$ cat src/common/svpw_pkg.sv
// Node identifiers, verb codes, parameter words and reset values of the verb block.
package svpw_pkg;
    // ------------------------------------------------------------------
    // Node identifiers
    // ------------------------------------------------------------------
    localparam int NUM_SEL = 3;
    localparam logic [7:0] SEL_NID [NUM_SEL] = '{8'h18, 8'h26, 8'h27};
    localparam logic [7:0] SEL_SRC [NUM_SEL] = '{8'h11, 8'h24, 8'h25};
    localparam logic [7:0] NID_LINE_PIN = 8'h19;
    localparam logic [7:0] NID_HP_PIN = 8'h1c;

    // ------------------------------------------------------------------
    // Verb codes
    // ------------------------------------------------------------------
    localparam logic [11:0] V_GET_PARAM = 12'hf00;
    localparam logic [11:0] V_GET_CONN_SEL = 12'hf01;
    localparam logic [11:0] V_SET_CONN_SEL = 12'h701;
    localparam logic [11:0] V_GET_CONN_LIST = 12'hf02;
    localparam logic [11:0] V_GET_POWER = 12'hf05;
    localparam logic [11:0] V_SET_POWER = 12'h705;
    localparam logic [11:0] V_GET_PIN_CTL = 12'hf07;
    localparam logic [11:0] V_SET_PIN_CTL = 12'h707;
    localparam logic [11:0] V_GET_UNSOL = 12'hf08;
    localparam logic [11:0] V_SET_UNSOL = 12'h708;
    localparam logic [11:0] V_GET_SENSE = 12'hf09;
    localparam logic [11:0] V_GET_CFG = 12'hf1c;
    localparam logic [11:0] V_SET_CFG_B0 = 12'h71c;
    localparam logic [11:0] V_SET_CFG_B1 = 12'h71d;
    localparam logic [11:0] V_SET_CFG_B2 = 12'h71e;
    localparam logic [11:0] V_SET_CFG_B3 = 12'h71f;
    localparam logic [3:0] V_GET_AMP = 4'hb;
    localparam logic [3:0] V_SET_AMP = 4'h3;

    // ------------------------------------------------------------------
    // Parameter identifiers and fixed answers
    // ------------------------------------------------------------------
    localparam logic [7:0] P_NODE_TYPE = 8'h05;
    localparam logic [7:0] P_WIDGET_CAPS = 8'h09;
    localparam logic [7:0] P_PIN_CAPS = 8'h0c;
    localparam logic [7:0] P_CONN_LEN = 8'h0e;
    localparam logic [7:0] P_POWER_STATES = 8'h0f;
    localparam logic [7:0] P_OUT_AMP_CAPS = 8'h12;
    localparam logic [31:0] SEL_WIDGET_CAPS = 32'h0030050d;
    localparam logic [31:0] SEL_OUT_AMP_CAPS = 32'h00000000;
    localparam logic [31:0] CONN_LEN_ONE = 32'h00000001;
    localparam logic [31:0] POWER_STATES_ALL = 32'h0000000f;
    localparam logic [31:0] PIN_NODE_TYPE = 32'h00000101;
    localparam logic [31:0] LINE_WIDGET_CAPS = 32'h00400581;
    localparam logic [31:0] LINE_PIN_CAPS = 32'h00000014;
    localparam logic [31:0] LINE_CONN_ENTRY = 32'h00000018;
    localparam logic [31:0] HP_WIDGET_CAPS = 32'h0040058d;
    localparam logic [31:0] HP_PIN_CAPS = 32'h0001001c;
    localparam logic [31:0] HP_OUT_AMP_CAPS = 32'h80000000;

    // ------------------------------------------------------------------
    // Field positions, limits and reset values
    // ------------------------------------------------------------------
    localparam int AMP_OUT_BIT = 15;
    localparam int AMP_LEFT_BIT = 13;
    localparam int AMP_RIGHT_BIT = 12;
    localparam int PIN_CTL_OE_BIT = 6;
    localparam int UNSOL_EN_BIT = 7;
    localparam logic [7:0] POWER_MAX = 8'h03;
    localparam logic [7:0] AMP_RESET = 8'h80;
    localparam logic [3:0] POWER_RESET = 4'h0;
    localparam logic [7:0] CONN_SEL_RESET = 8'h00;
    localparam logic PIN_OE_RESET = 1'b0;
    localparam logic UNSOL_EN_RESET = 1'b0;
    localparam logic [5:0] UNSOL_TAG_RESET = 6'h00;
    localparam logic [31:0] CFG_RESET = 32'h01011012;

    typedef enum logic {ST_IDLE = 1'b0, ST_HOLD = 1'b1} svpw_state_t;
endpackage

$ cat src/svpw_sync.sv
// Two-flop synchroniser for inputs arriving from outside the clock domain.
`timescale 1ns/10ps
module svpw_sync #(
    parameter int W = 1
) (
    // Clock and reset
    input wire logic clk,
    input wire logic rst_n,
    // Data
    input wire logic [W-1:0] d,
    output logic [W-1:0] q
);
    logic [W-1:0] meta_ff;
    logic [W-1:0] sync_ff;

    always_ff @(posedge clk or negedge rst_n) begin
        if (!rst_n) begin
            meta_ff <= '0;
            sync_ff <= '0;
        end else begin
            meta_ff <= d;
            sync_ff <= meta_ff;
        end
    end

    assign q = sync_ff;
endmodule

$ cat src/svpw_verbs.sv
// Verb handling for three selector widgets and two output pin widgets.
//
// Behaviour
// - Answer the three selector node identifiers.
// - Selector output amp caps report zero.
// - Connection index stored by set, returned by get.
// - List entry returns each selector's converter source.
// - Power set accepts codes zero to three.
// - Power answer: actual 7:4, requested 3:0.
// - Amp verbs act on output amp only.
// - Answer the line and headphone pin nodes.
// - Pin node type: unsolicited capable, function group.
// - Line pin widget capabilities fixed word.
// - Line pin caps: output and presence only.
// - Line pin list length one, entry first selector.
// - Line pin control: only output enable writable.
// - Unsolicited enable bit 7, tag 5:0.
// - Pin sense returns presence in bit 31.
// - Config default written bytewise, read whole.
// - Config default resets to jack line output.
// - Headphone pin widget capabilities fixed word.
// - Headphone pin caps fixed word.
// - Headphone output amp: mute capable only.
`timescale 1ns/10ps
module svpw_verbs
    import svpw_pkg::*;
(
    // Clock and reset
    input wire logic clk,
    input wire logic rst_n,
    // Link command side
    input wire logic bit_clk,
    input wire logic cmd_valid,
    input wire logic [7:0] cmd_nid,
    input wire logic [19:0] cmd_verb,
    // Link answer side
    output logic resp_valid,
    output logic [31:0] resp_data,
    output logic unsol_valid,
    output logic [31:0] unsol_data,
    // Jack pins
    input wire logic jack_sense,
    output logic line_out_enable
);
    // ------------------------------------------------------------------
    // Input synchronisation
    // ------------------------------------------------------------------
    logic [30:0] sync_q;
    logic bclk_s;
    logic valid_s;
    logic presence_s;
    logic [7:0] nid_s;
    logic [19:0] verb_s;
    logic bclk_d_ff;
    logic bclk_rise;

    // The framer holds the command fields steady while cmd_valid is high,
    // so a plain per-bit synchroniser cannot tear a word.
    svpw_sync #(.W(31)) u_sync (
        .clk(clk),
        .rst_n(rst_n),
        .d({bit_clk, cmd_valid, jack_sense, cmd_nid, cmd_verb}),
        .q(sync_q)
    );

    assign bclk_s = sync_q[30];
    assign valid_s = sync_q[29];
    assign presence_s = sync_q[28];
    assign nid_s = sync_q[27:20];
    assign verb_s = sync_q[19:0];

    always_ff @(posedge clk or negedge rst_n) begin
        if (!rst_n) begin
            bclk_d_ff <= 1'b0;
        end else begin
            bclk_d_ff <= bclk_s;
        end
    end

    assign bclk_rise = bclk_s & ~bclk_d_ff;

    // ------------------------------------------------------------------
    // Command decode
    // ------------------------------------------------------------------
    svpw_state_t state_ff;
    svpw_state_t nxt_state;
    logic take;
    logic [11:0] v12;
    logic [3:0] v4;
    logic [7:0] pay8;
    logic [15:0] pay16;
    logic pin_ctl_req;
    logic line_hit;
    logic hp_hit;
    logic [NUM_SEL-1:0] sel_hit;
    logic [31:0] sel_resp [NUM_SEL];
    logic [31:0] line_resp;
    logic [31:0] hp_resp;
    logic nxt_hit;
    logic [31:0] nxt_resp;

    assign v12 = verb_s[19:8];
    assign v4 = verb_s[19:16];
    assign pay8 = verb_s[7:0];
    assign pay16 = verb_s[15:0];
    assign pin_ctl_req = pay8[PIN_CTL_OE_BIT];
    assign take = (state_ff == ST_IDLE) && bclk_rise && valid_s;
    assign line_hit = nid_s == NID_LINE_PIN;
    assign hp_hit = nid_s == NID_HP_PIN;

    // One command per cmd_valid period; the next needs valid to drop first.
    always_comb begin
        nxt_state = state_ff;
        case (state_ff)
            ST_IDLE: begin
                if (take) begin
                    nxt_state = ST_HOLD;
                end
            end
            ST_HOLD: begin
                if (!valid_s) begin
                    nxt_state = ST_IDLE;
                end
            end
            default: nxt_state = ST_IDLE;
        endcase
    end

    always_ff @(posedge clk or negedge rst_n) begin
        if (!rst_n) begin
            state_ff <= ST_IDLE;
        end else begin
            state_ff <= nxt_state;
        end
    end

    // ------------------------------------------------------------------
    // Selector widgets
    // ------------------------------------------------------------------
    for (genvar i = 0; i < NUM_SEL; i++) begin : g_sel
        logic [7:0] conn_sel_ff;
        logic [3:0] pwr_ff;
        logic [7:0] amp_l_ff;
        logic [7:0] amp_r_ff;
        logic wr;

        assign sel_hit[i] = nid_s == SEL_NID[i];
        assign wr = take && sel_hit[i];

        always_ff @(posedge clk or negedge rst_n) begin
            if (!rst_n) begin
                conn_sel_ff <= CONN_SEL_RESET;
            end else if (wr && v12 == V_SET_CONN_SEL) begin
                conn_sel_ff <= pay8;
            end
        end

        // Codes above three are not power states and leave the field alone.
        always_ff @(posedge clk or negedge rst_n) begin
            if (!rst_n) begin
                pwr_ff <= POWER_RESET;
            end else if (wr && v12 == V_SET_POWER && pay8 <= POWER_MAX) begin
                pwr_ff <= pay8[3:0];
            end
        end

        // Input amplifier sets are dropped: the selector has only an output amp.
        always_ff @(posedge clk or negedge rst_n) begin
            if (!rst_n) begin
                amp_l_ff <= AMP_RESET;
                amp_r_ff <= AMP_RESET;
            end else if (wr && v4 == V_SET_AMP && pay16[AMP_OUT_BIT]) begin
                if (pay16[AMP_LEFT_BIT]) begin
                    amp_l_ff <= pay16[7:0];
                end
                if (pay16[AMP_RIGHT_BIT]) begin
                    amp_r_ff <= pay16[7:0];
                end
            end
        end

        always_comb begin
            sel_resp[i] = '0;
            if (v12 == V_GET_PARAM) begin
                case (pay8)
                    P_WIDGET_CAPS: sel_resp[i] = SEL_WIDGET_CAPS;
                    P_CONN_LEN: sel_resp[i] = CONN_LEN_ONE;
                    P_POWER_STATES: sel_resp[i] = POWER_STATES_ALL;
                    P_OUT_AMP_CAPS: sel_resp[i] = SEL_OUT_AMP_CAPS;
                    default: sel_resp[i] = '0;
                endcase
            end else if (v12 == V_GET_CONN_SEL) begin
                sel_resp[i] = {24'h000000, conn_sel_ff};
            end else if (v12 == V_GET_CONN_LIST) begin
                sel_resp[i] = {24'h000000, SEL_SRC[i]};
            end else if (v12 == V_GET_POWER) begin
                sel_resp[i] = {24'h000000, pwr_ff, pwr_ff};
            end else if (v4 == V_GET_AMP && pay16[AMP_OUT_BIT]) begin
                sel_resp[i] = {24'h000000,
                    pay16[AMP_LEFT_BIT] ? amp_l_ff : amp_r_ff};
            end
        end
    end

    // ------------------------------------------------------------------
    // Line output pin widget
    // ------------------------------------------------------------------
    logic [3:0] line_pwr_ff;
    logic pin_oe_ff;
    logic unsol_en_ff;
    logic [5:0] unsol_tag_ff;
    logic [31:0] cfg_ff;
    logic line_wr;

    assign line_wr = take && line_hit;

    always_ff @(posedge clk or negedge rst_n) begin
        if (!rst_n) begin
            line_pwr_ff <= POWER_RESET;
        end else if (line_wr && v12 == V_SET_POWER && pay8 <= POWER_MAX) begin
            line_pwr_ff <= pay8[3:0];
        end
    end

    // Headphone and input enables are unsupported and stay zero.
    always_ff @(posedge clk or negedge rst_n) begin
        if (!rst_n) begin
            pin_oe_ff <= PIN_OE_RESET;
        end else if (line_wr && v12 == V_SET_PIN_CTL) begin
            pin_oe_ff <= pin_ctl_req;
        end
    end

    always_ff @(posedge clk or negedge rst_n) begin
        if (!rst_n) begin
            unsol_en_ff <= UNSOL_EN_RESET;
            unsol_tag_ff <= UNSOL_TAG_RESET;
        end else if (line_wr && v12 == V_SET_UNSOL) begin
            unsol_en_ff <= pay8[UNSOL_EN_BIT];
            unsol_tag_ff <= pay8[5:0];
        end
    end

    always_ff @(posedge clk or negedge rst_n) begin
        if (!rst_n) begin
            cfg_ff <= CFG_RESET;
        end else if (line_wr) begin
            if (v12 == V_SET_CFG_B0) begin
                cfg_ff[7:0] <= pay8;
            end
            if (v12 == V_SET_CFG_B1) begin
                cfg_ff[15:8] <= pay8;
            end
            if (v12 == V_SET_CFG_B2) begin
                cfg_ff[23:16] <= pay8;
            end
            if (v12 == V_SET_CFG_B3) begin
                cfg_ff[31:24] <= pay8;
            end
        end
    end

    always_comb begin
        line_resp = '0;
        if (v12 == V_GET_PARAM) begin
            case (pay8)
                P_NODE_TYPE: line_resp = PIN_NODE_TYPE;
                P_WIDGET_CAPS: line_resp = LINE_WIDGET_CAPS;
                P_PIN_CAPS: line_resp = LINE_PIN_CAPS;
                P_CONN_LEN: line_resp = CONN_LEN_ONE;
                P_POWER_STATES: line_resp = POWER_STATES_ALL;
                default: line_resp = '0;
            endcase
        end else if (v12 == V_GET_CONN_LIST) begin
            line_resp = LINE_CONN_ENTRY;
        end else if (v12 == V_GET_POWER) begin
            line_resp = {24'h000000, line_pwr_ff, line_pwr_ff};
        end else if (v12 == V_GET_PIN_CTL) begin
            line_resp = {25'h0000000, pin_oe_ff, 6'h00};
        end else if (v12 == V_GET_UNSOL) begin
            line_resp = {24'h000000, unsol_en_ff, 1'b0, unsol_tag_ff};
        end else if (v12 == V_GET_SENSE) begin
            line_resp = {presence_s, 31'h00000000};
        end else if (v12 == V_GET_CFG) begin
            line_resp = cfg_ff;
        end
    end

    // ------------------------------------------------------------------
    // Headphone pin widget: parameter words only
    // ------------------------------------------------------------------
    always_comb begin
        hp_resp = '0;
        if (v12 == V_GET_PARAM) begin
            case (pay8)
                P_NODE_TYPE: hp_resp = PIN_NODE_TYPE;
                P_WIDGET_CAPS: hp_resp = HP_WIDGET_CAPS;
                P_PIN_CAPS: hp_resp = HP_PIN_CAPS;
                P_CONN_LEN: hp_resp = CONN_LEN_ONE;
                P_POWER_STATES: hp_resp = POWER_STATES_ALL;
                P_OUT_AMP_CAPS: hp_resp = HP_OUT_AMP_CAPS;
                default: hp_resp = '0;
            endcase
        end
    end

    // ------------------------------------------------------------------
    // Answer path
    // ------------------------------------------------------------------
    always_comb begin
        nxt_hit = 1'b0;
        nxt_resp = '0;
        for (int k = 0; k < NUM_SEL; k++) begin
            if (sel_hit[k]) begin
                nxt_hit = 1'b1;
                nxt_resp = sel_resp[k];
            end
        end
        if (line_hit) begin
            nxt_hit = 1'b1;
            nxt_resp = line_resp;
        end
        if (hp_hit) begin
            nxt_hit = 1'b1;
            nxt_resp = hp_resp;
        end
    end

    // Foreign nodes are taken but produce no answer at all.
    always_ff @(posedge clk or negedge rst_n) begin
        if (!rst_n) begin
            resp_valid <= 1'b0;
            resp_data <= '0;
        end else if (take) begin
            resp_valid <= nxt_hit;
            resp_data <= nxt_hit ? nxt_resp : '0;
        end else if (state_ff == ST_HOLD && !valid_s) begin
            resp_valid <= 1'b0;
        end
    end

    // ------------------------------------------------------------------
    // Presence detect and unsolicited responses
    // ------------------------------------------------------------------
    logic presence_prev_ff;
    logic presence_chg;

    assign presence_chg = presence_s != presence_prev_ff;

    always_ff @(posedge clk or negedge rst_n) begin
        if (!rst_n) begin
            presence_prev_ff <= 1'b0;
        end else begin
            presence_prev_ff <= presence_s;
        end
    end

    // A change seen while disabled is dropped, not held back for later.
    always_ff @(posedge clk or negedge rst_n) begin
        if (!rst_n) begin
            unsol_valid <= 1'b0;
            unsol_data <= '0;
        end else begin
            unsol_valid <= presence_chg && unsol_en_ff;
            if (presence_chg && unsol_en_ff) begin
                unsol_data <= {unsol_tag_ff, 26'h0000000};
            end
        end
    end

    assign line_out_enable = pin_oe_ff;
endmodule

$ cat config.mk
export PLATFORM = sky130hd
export DESIGN_NAME = svpw_verbs
export DESIGN_NICKNAME = d
export VERILOG_FILES = /design/src/common/svpw_pkg.sv /design/src/svpw_sync.sv /design/src/svpw_verbs.sv
export SDC_FILE = /design/constraint.sdc
export NUM_CORES = 1
export LEC_CHECK = 0
export ABC_AREA = 1
export BUFFER_PORTS_ARGS = -buffer_cell sky130_fd_sc_hd__buf_2
export CAP_MARGIN = 0
export CORE_MARGIN = 2
export CORE_UTILIZATION = 40
export DETAILED_ROUTE_END_ITERATION = 10
export SYNTH_ARGS = -nofsm -noshare
export SYNTH_HDL_FRONTEND = slang
export SYNTH_SLANG_ARGS = --single-unit
$ cat constraint.sdc
create_clock -name clk -period 4.9 [get_ports clk]
set_clock_uncertainty 0.1 [all_clocks]
set_input_delay 0.49 -clock clk [delete_from_list [all_inputs] [get_ports clk]]
set_output_delay 0.49 -clock clk [all_outputs]
set_load 0.02 [all_outputs]
### Word level (Yosys, flattened, before mapping)

Cells that the tools add are included.

* register bits: 233
* input bits: 33
* output and inout bits: 67
* logic and storage cells: 148

* magnitude comparators: 1
* equal/unequal tests: 30
* multiplexer cells: 45
* bitwise gates (word level): 3
* reductions and logical operators: 40

Operators by type and width (number)
* 2-to-1 mux 32 bit: 16
* one-hot mux 32 bit (6 select lines): 1
* 2-to-1 mux 8 bit: 15
* one-hot mux 23 bit (5 select lines): 1
* == test 12 x 11 -> 1 bit (second input constant): 8
* == test 12 bit (second input constant): 8
* one-hot mux 22 bit (3 select lines): 1
* == test 8 x 4 -> 1 bit (second input constant): 4
* == test 8 x 5 -> 1 bit (second input constant): 4
* logical AND 1 bit: 28
* 2-to-1 mux 22 bit: 1
* AND reduction 2 bit: 10
* == test 8 x 6 -> 1 bit (second input constant): 2
* 2-to-1 mux 1 bit: 9
* == test 8 x 3 -> 1 bit (second input constant): 1
* less-or-equal comparator 8 x 2 -> 1 bit (second input constant): 1
* == test 4 x 2 -> 1 bit (second input constant): 1
* == test 4 bit (second input constant): 1
* NOT 1 bit: 2
* one-hot mux 1 bit (2 select lines): 1
* nonzero test 2 bit: 1
* AND 1 bit: 1
* zero test 1 bit: 1
* inequality test 1 bit: 1

### Logic depth before layout (Yosys ltp)

* word-level depth: 13
* mapped depth: 17
* depth with buffers taken out: 16

### Modules after synthesis

Synthesis repeated with hierarchy kept, for this count alone.

* cells, all modules: 1102
* area total of the unflattened synthesis: 10065.9 µm²

By module, submodules not included
* svpw_verbs: times used 1, cells an instance 1040, area each 8514.4 µm², sequential area each 4292.9 µm²
* svpw_sync: times used 1, cells an instance 62, area each 1551.5 µm², sequential area each 1551.5 µm²

### Least setup slack after synthesis

Ideal clock, no wire load.

* path type: reg-to-reg
* from: reg u_sync.sync_ff[12], in the netlist u_sync.q[12]
* to: reg resp_data[4]
* setup time: 0.117 ns
* data arrival time: 1.660 ns
* required time: 4.683 ns
* path slack: 3.024 ns
* cell stages (with the launch flop): 16
* buffers on the path: 1
* clock period less this slack: 1.876 ns
* cell sequence: dfrtp_1 > nor2_1 > nand2_2 > nor2_2 > nand2_2 > buf_6 > o21ai_1 > inv_1 > nand2_1 > nand3_1 > nand2_1 > nand2_1 > nand2_1 > nand2_1 > nand2_1 > nand2_1

* word-level cells in the longest chain between the ends: 11

Ends and longest elaborated chain
* start: declaration: RTL line svpw_sync.sv:14 `logic [W-1:0] sync_ff;`
* start signal: assignment: RTL line svpw_sync.sv:22 `sync_ff <= meta_ff;`
* == test 12 bit, on equally long branches: RTL line svpw_verbs.sv:196, svpw_verbs.sv:276, svpw_verbs.sv:284
* 2-to-1 mux 8 bit / 2-to-1 mux 32 bit (equally long branches): RTL line svpw_verbs.sv:196, svpw_verbs.sv:284
* 2-to-1 mux 8 bit / 2-to-1 mux 32 bit (equally long branches): RTL line svpw_verbs.sv:194, svpw_verbs.sv:282
* 2-to-1 mux 8 bit / 2-to-1 mux 32 bit (equally long branches): RTL line svpw_verbs.sv:192, svpw_verbs.sv:280
* 2-to-1 mux 22 bit / 2-to-1 mux 32 bit (equally long branches): RTL line svpw_verbs.sv:184, svpw_verbs.sv:278
* 2-to-1 mux 32 bit, on equally long branches: RTL line svpw_verbs.sv:314, svpw_verbs.sv:276
* 2-to-1 mux 32 bit, on equally long branches: RTL line svpw_verbs.sv:314, svpw_verbs.sv:274
* 2-to-1 mux 32 bit, on equally long branches: RTL line svpw_verbs.sv:314, svpw_verbs.sv:265
* 2-to-1 mux 32 bit: RTL line svpw_verbs.sv:319 `if (line_hit) begin`
* 2-to-1 mux 32 bit (*): RTL line svpw_verbs.sv:323 `if (hp_hit) begin`
* 2-to-1 mux 32 bit (*): RTL line svpw_verbs.sv:336 `resp_data <= nxt_hit ? nxt_resp : '0;`
* end signal: assignment: RTL line svpw_verbs.sv:336
* end: declaration: RTL line svpw_verbs.sv:38 `output logic [31:0] resp_data,`

Every way passes the cells marked *; elsewhere a longest branch is shown, timed or not.
A chain may end at the register's enable or synchronous reset.

### Worst setup path in the final report

* from: reg u_sync.sync_ff[13], in the netlist u_sync.q[13]
* to: reg resp_data[1]

* word-level cells in the longest chain between the ends: 12

Ends and longest elaborated chain (RTL line)
* parallel branches: the longest is 10 deep, another holds 2-to-1 mux 32 bit
* 2-to-1 mux 32 bit (*): svpw_verbs.sv:323
* 2-to-1 mux 32 bit (*): svpw_verbs.sv:336

Mark *: on every way between the ends.

==> results.md <==
* DIE AREA at 26190 µm²
* R2R depth at 11
* Placed wire-length estimate at 17.17 mm
* # resized after CTS at 0
* Via total after detailed routing at 7755
* Number of standard cells after synthesis at 1095
* CTS tree: built
* Buffers from clock root to sink, at most at 3
* Endpoint of the most critical register-to-register path: resp_data[1]$_DFFE_PN0P_
* Sw frac at 22.32%
* Core Area at 24390 µm²
* Clock latency on the worst-skew pair at 0.53 ns
* Area used by multi-input combinational logic at 3552 µm²
* Proportion of power drawn by combinational gates at 3.9%
* Predominant post-synthesis flop cell: dfrtp_1
* Detailed Route Iter0 Violations at 829
* P per Cell Area at 353.4 nW/µm²
* Worst Setup Slack post-DPL at 1.654 ns
* Class of the tightest hold or removal check: reg2reg
* Register area share after synthesis at 58.66%
* Boundary Pins at 100
* # Post-CTS Setup Buffers at 0
* Wire length per cell after detailed routing at 17.05 µm
* Largest voltage drop on the vdd net at 253.6 µV
* Max_slew headroom at 21.42%
* Start point of the critical path: u_sync.q[13]$_DFF_PN0_
* Static leakage power at 5.736 nW
* Final count of hold timing violations at 0
* Signal arrival time at the worst endpoint at 3.64 ns
* Highest achievable clock rate at 0.3054 GHz
* DP Cell Count at 1454
* Drt first pass iters at 5
* Share of the clock period used by the worst path at 66.83%
* Average footprint of a synthesized cell at 9.099 µm²
* Port bufs at 73
* Number of unique standard cell types used by synthesis at 45
* Register area at 5844 µm²
* Largest net degree at the start of global routing at 125
* Portion of total power attributed to sequential cells at 47.7%
* Setup slack on the worst flop-to-flop path at 1.63 ns
* Least setup slack across all paths after layout at 1.626 ns
* Switching pwr at 0.9244 mW
* Die boundary width at 161.8 µm
* Clock sinks at 233
* Number of setup violations in the final report at 0
* Proportion of layout cells with a drive suffix above 1 at 14.79%
* Grt total ovfl at 0
* Share of flip-flops with an asynchronous set or reset after synthesis at 100.0%
* Area growth syn-to-layout at 17.63%
* Routability-driven placement congestion ratio at 0.8910
* Maximum fanout along the worst path at 29
* Count of hold-fix buffers inserted at cts at 32
* Required arrival time at the worst endpoint at 5.27 ns
* Post-Route Hold Slack at 0.2460 ns
* Cts bufs inserted at 26
* # fillers at 2342
* Height of the die at 161.8 µm
* Total wire length after detailed routing at 26.15 mm
* Total routing usage reported by global routing at 20.32%
* Status: finished, final reports clean
* Share of the core filled with cells at 48.05%
* Yosys warns at 0
* Total of max-cap violations at 0
* Number of flops mapped to enable cells by yosys at 0
* Post-detailed-route DRC marker count at 0
* Post-layout net count at 1223
* Number of antenna violations at the first check in global routing at 0
* Transition time at the pin with the least slew margin at 1.175 ns
* RSZ-0062 raised after global routing: no
* Vias in the first global route at 7658
* Initial Utilization at 40.85%
* Number of register bits inferred by synthesis at 233
* Kind of end point of the critical path: flop
* Crit path kind: reg2reg
* Clock slew seen by the registers of the worst setup and hold paths at 0.06 ns
* Final non-filler cell total at 1534
* Detail Route Antenna Nets at 0
* Antenna fix cells at 0
* Mapped Area at 9963 µm²
* Cell chosen for the clock root: clkbuf_16
* Global-route wire length before repair at 41.84 mm
* Clock group share of total power at 48.4%
* Total internal power at 3.217 mW
* Vias per cell at 5.055
* Startpoint class of the critical path: flop
* Rows at 57
* Post-layout minimum cycle time at 3.274 ns
* Final number of max-transition violations at 0
* H-tree level count at 1
* RR Startpoint: u_sync.q[13]$_DFF_PN0_
* Total negative slack for setup checks at 0 ns
* Critical path capture point: resp_data[1]$_DFFE_PN0P_
[power by group through the flow]
stage / logic (mW) / clock network [mW] / registers [mW]
after CTS: 0.162 / 2.05 / 1.97
after global routing: 0.179 / 2.13 / 1.98
final: 0.160 / 2.01 / 1.98
after floorplan: 0.0825 / 0 / 2.00
after detailed placement: 0.142 / 0 / 2.01
after global placement: 0.142 / 0 / 2.01
[cell type report]
type	count	area share, %
Clock buffer	33	5.957
Sequential cell	233	49.87
Tap cell	324	3.459
Inverter	71	2.285
Clock inverter	15	1.633
Timing Repair Buffer	112	6.491
Multi-Input combinational cell	746	30.31
[how the worst min path moves through the flow]
stage	from	to	slack [ns]	cells past startpoint
after global routing	u_sync.meta_ff[24]$_DFF_PN0_	u_sync.q[24]$_DFF_PN0_	0.25	0
after CTS	u_sync.meta_ff[26]$_DFF_PN0_	u_sync.q[26]$_DFF_PN0_	0.25	0
after floorplan	rst_n	bclk_d_ff$_DFF_PN0_	0.09	0
final	u_sync.meta_ff[26]$_DFF_PN0_	u_sync.q[26]$_DFF_PN0_	0.25	0
after detailed placement	u_sync.meta_ff[24]$_DFF_PN0_	u_sync.q[24]$_DFF_PN0_	0.24	0
after global placement	u_sync.meta_ff[29]$_DFF_PN0_	u_sync.q[29]$_DFF_PN0_	0.23	0
[routing by layer]
layer	global-route usage [%]	routed length, µm	up-vias
met1	29.25	12280	3689
met3	3.728	1717	47
met4	5.471	612	0
met5	0	0	-
li1	-	-	3735
met2	31.82	11540	284
[critical path, stage by stage, from the launching register on]
cell and delay, ns:
dfrtp_1 0.74, inv_2 0.50, nand4_1 0.29, nor3_4 0.96, nand2_1 0.10, nand2_1 0.11, nor2_1 0.04, nor3_1 0.13
nand2_1 0.07, nand2_1 0.06, nand2_1 0.05, nand2_1 0.05
[through the flow]
| step | cell area, µm² | total power, mW |
|---|---|---|
| after CTS | 11720 | 4.187 |
| after detailed placement | 10510 | 2.152 |
| final | 11720 | 4.142 |
| after global placement | 10510 | 2.152 |
| after global routing | 11720 | 4.285 |
| after floorplan | 10060 | 2.082 |
[Yosys cell counts (3+ instances only)]
master,number,area (µm²)
a31oi_1,3,18.77
inv_1,64,240.2
nand2_1,333,1250
clkbuf_1,22,82.58
nand4_1,12,75.07
nand3_2,5,50.05
nand2_2,6,37.54
nor3_4,3,48.80
dfstp_2,11,289.0
o21ai_0,122,610.6
nor3_1,9,45.04
buf_4,26,195.2
or2_2,8,50.05
buf_2,18,90.09
inv_2,6,22.52
nor2_2,7,43.79
a32o_1,17,170.2
nor2_1,64,240.2
a21oi_1,14,70.07
nand3_1,55,275.3
dfrtp_1,222,5555
o21ai_1,23,115.1
o211ai_1,14,105.1
[cell usage in the layout (no fill, tap or decap), drive strengths merged, types with 2 or more instances in the layout]
cell | netlist | final
nand2 | 340 | 340
dfrtp | 222 | 222
o21ai | 145 | 145
buf | 48 | 80
nor2 | 74 | 74
inv | 70 | 71
nand3 | 60 | 60
clkbuf | 22 | 33
dlygate4sd3 | 0 | 32
conb | 1 | 26
a32o | 17 | 17
a21oi | 14 | 14
o211ai | 14 | 14
nor3 | 13 | 13
nand4 | 12 | 12
dfstp | 11 | 11
or2 | 10 | 10
clkinv | 1 | 6
clkinvlp | 0 | 5
nor4 | 5 | 5
bufinv | 0 | 4
a31oi | 3 | 3
a22oi | 2 | 2
o2111ai | 2 | 2
a22o | 2 | 2
nand3b | 2 | 2
[kinds of logic (layout without fill, tap and decap cells)]
| group | after synthesis | count (layout) | synth area share (%) |
|---|---|---|---|
| compound gates | 203 | 203 | 11.78 |
| buf+inv | 141 | 231 | 6.681 |
| flops | 233 | 233 | 58.66 |
| other cells | 1 | 26 | 0.03764 |
| simple gates | 517 | 517 | 22.84 |
[flip-flops by register name (all words and copies together) (netlist names), 12 cells and up]
| signal | flops |
|---|---|
| cfg_ff | 32 |
| resp_data | 32 |
| u_sync.meta_ff | 31 |
| u_sync.q | 31 |
| g_sel.amp_l_ff | 24 |
| g_sel.amp_r_ff | 24 |
| g_sel.conn_sel_ff | 24 |
| g_sel.pwr_ff | 12 |
No activity file was read; power rests on OpenSTA's default activity.
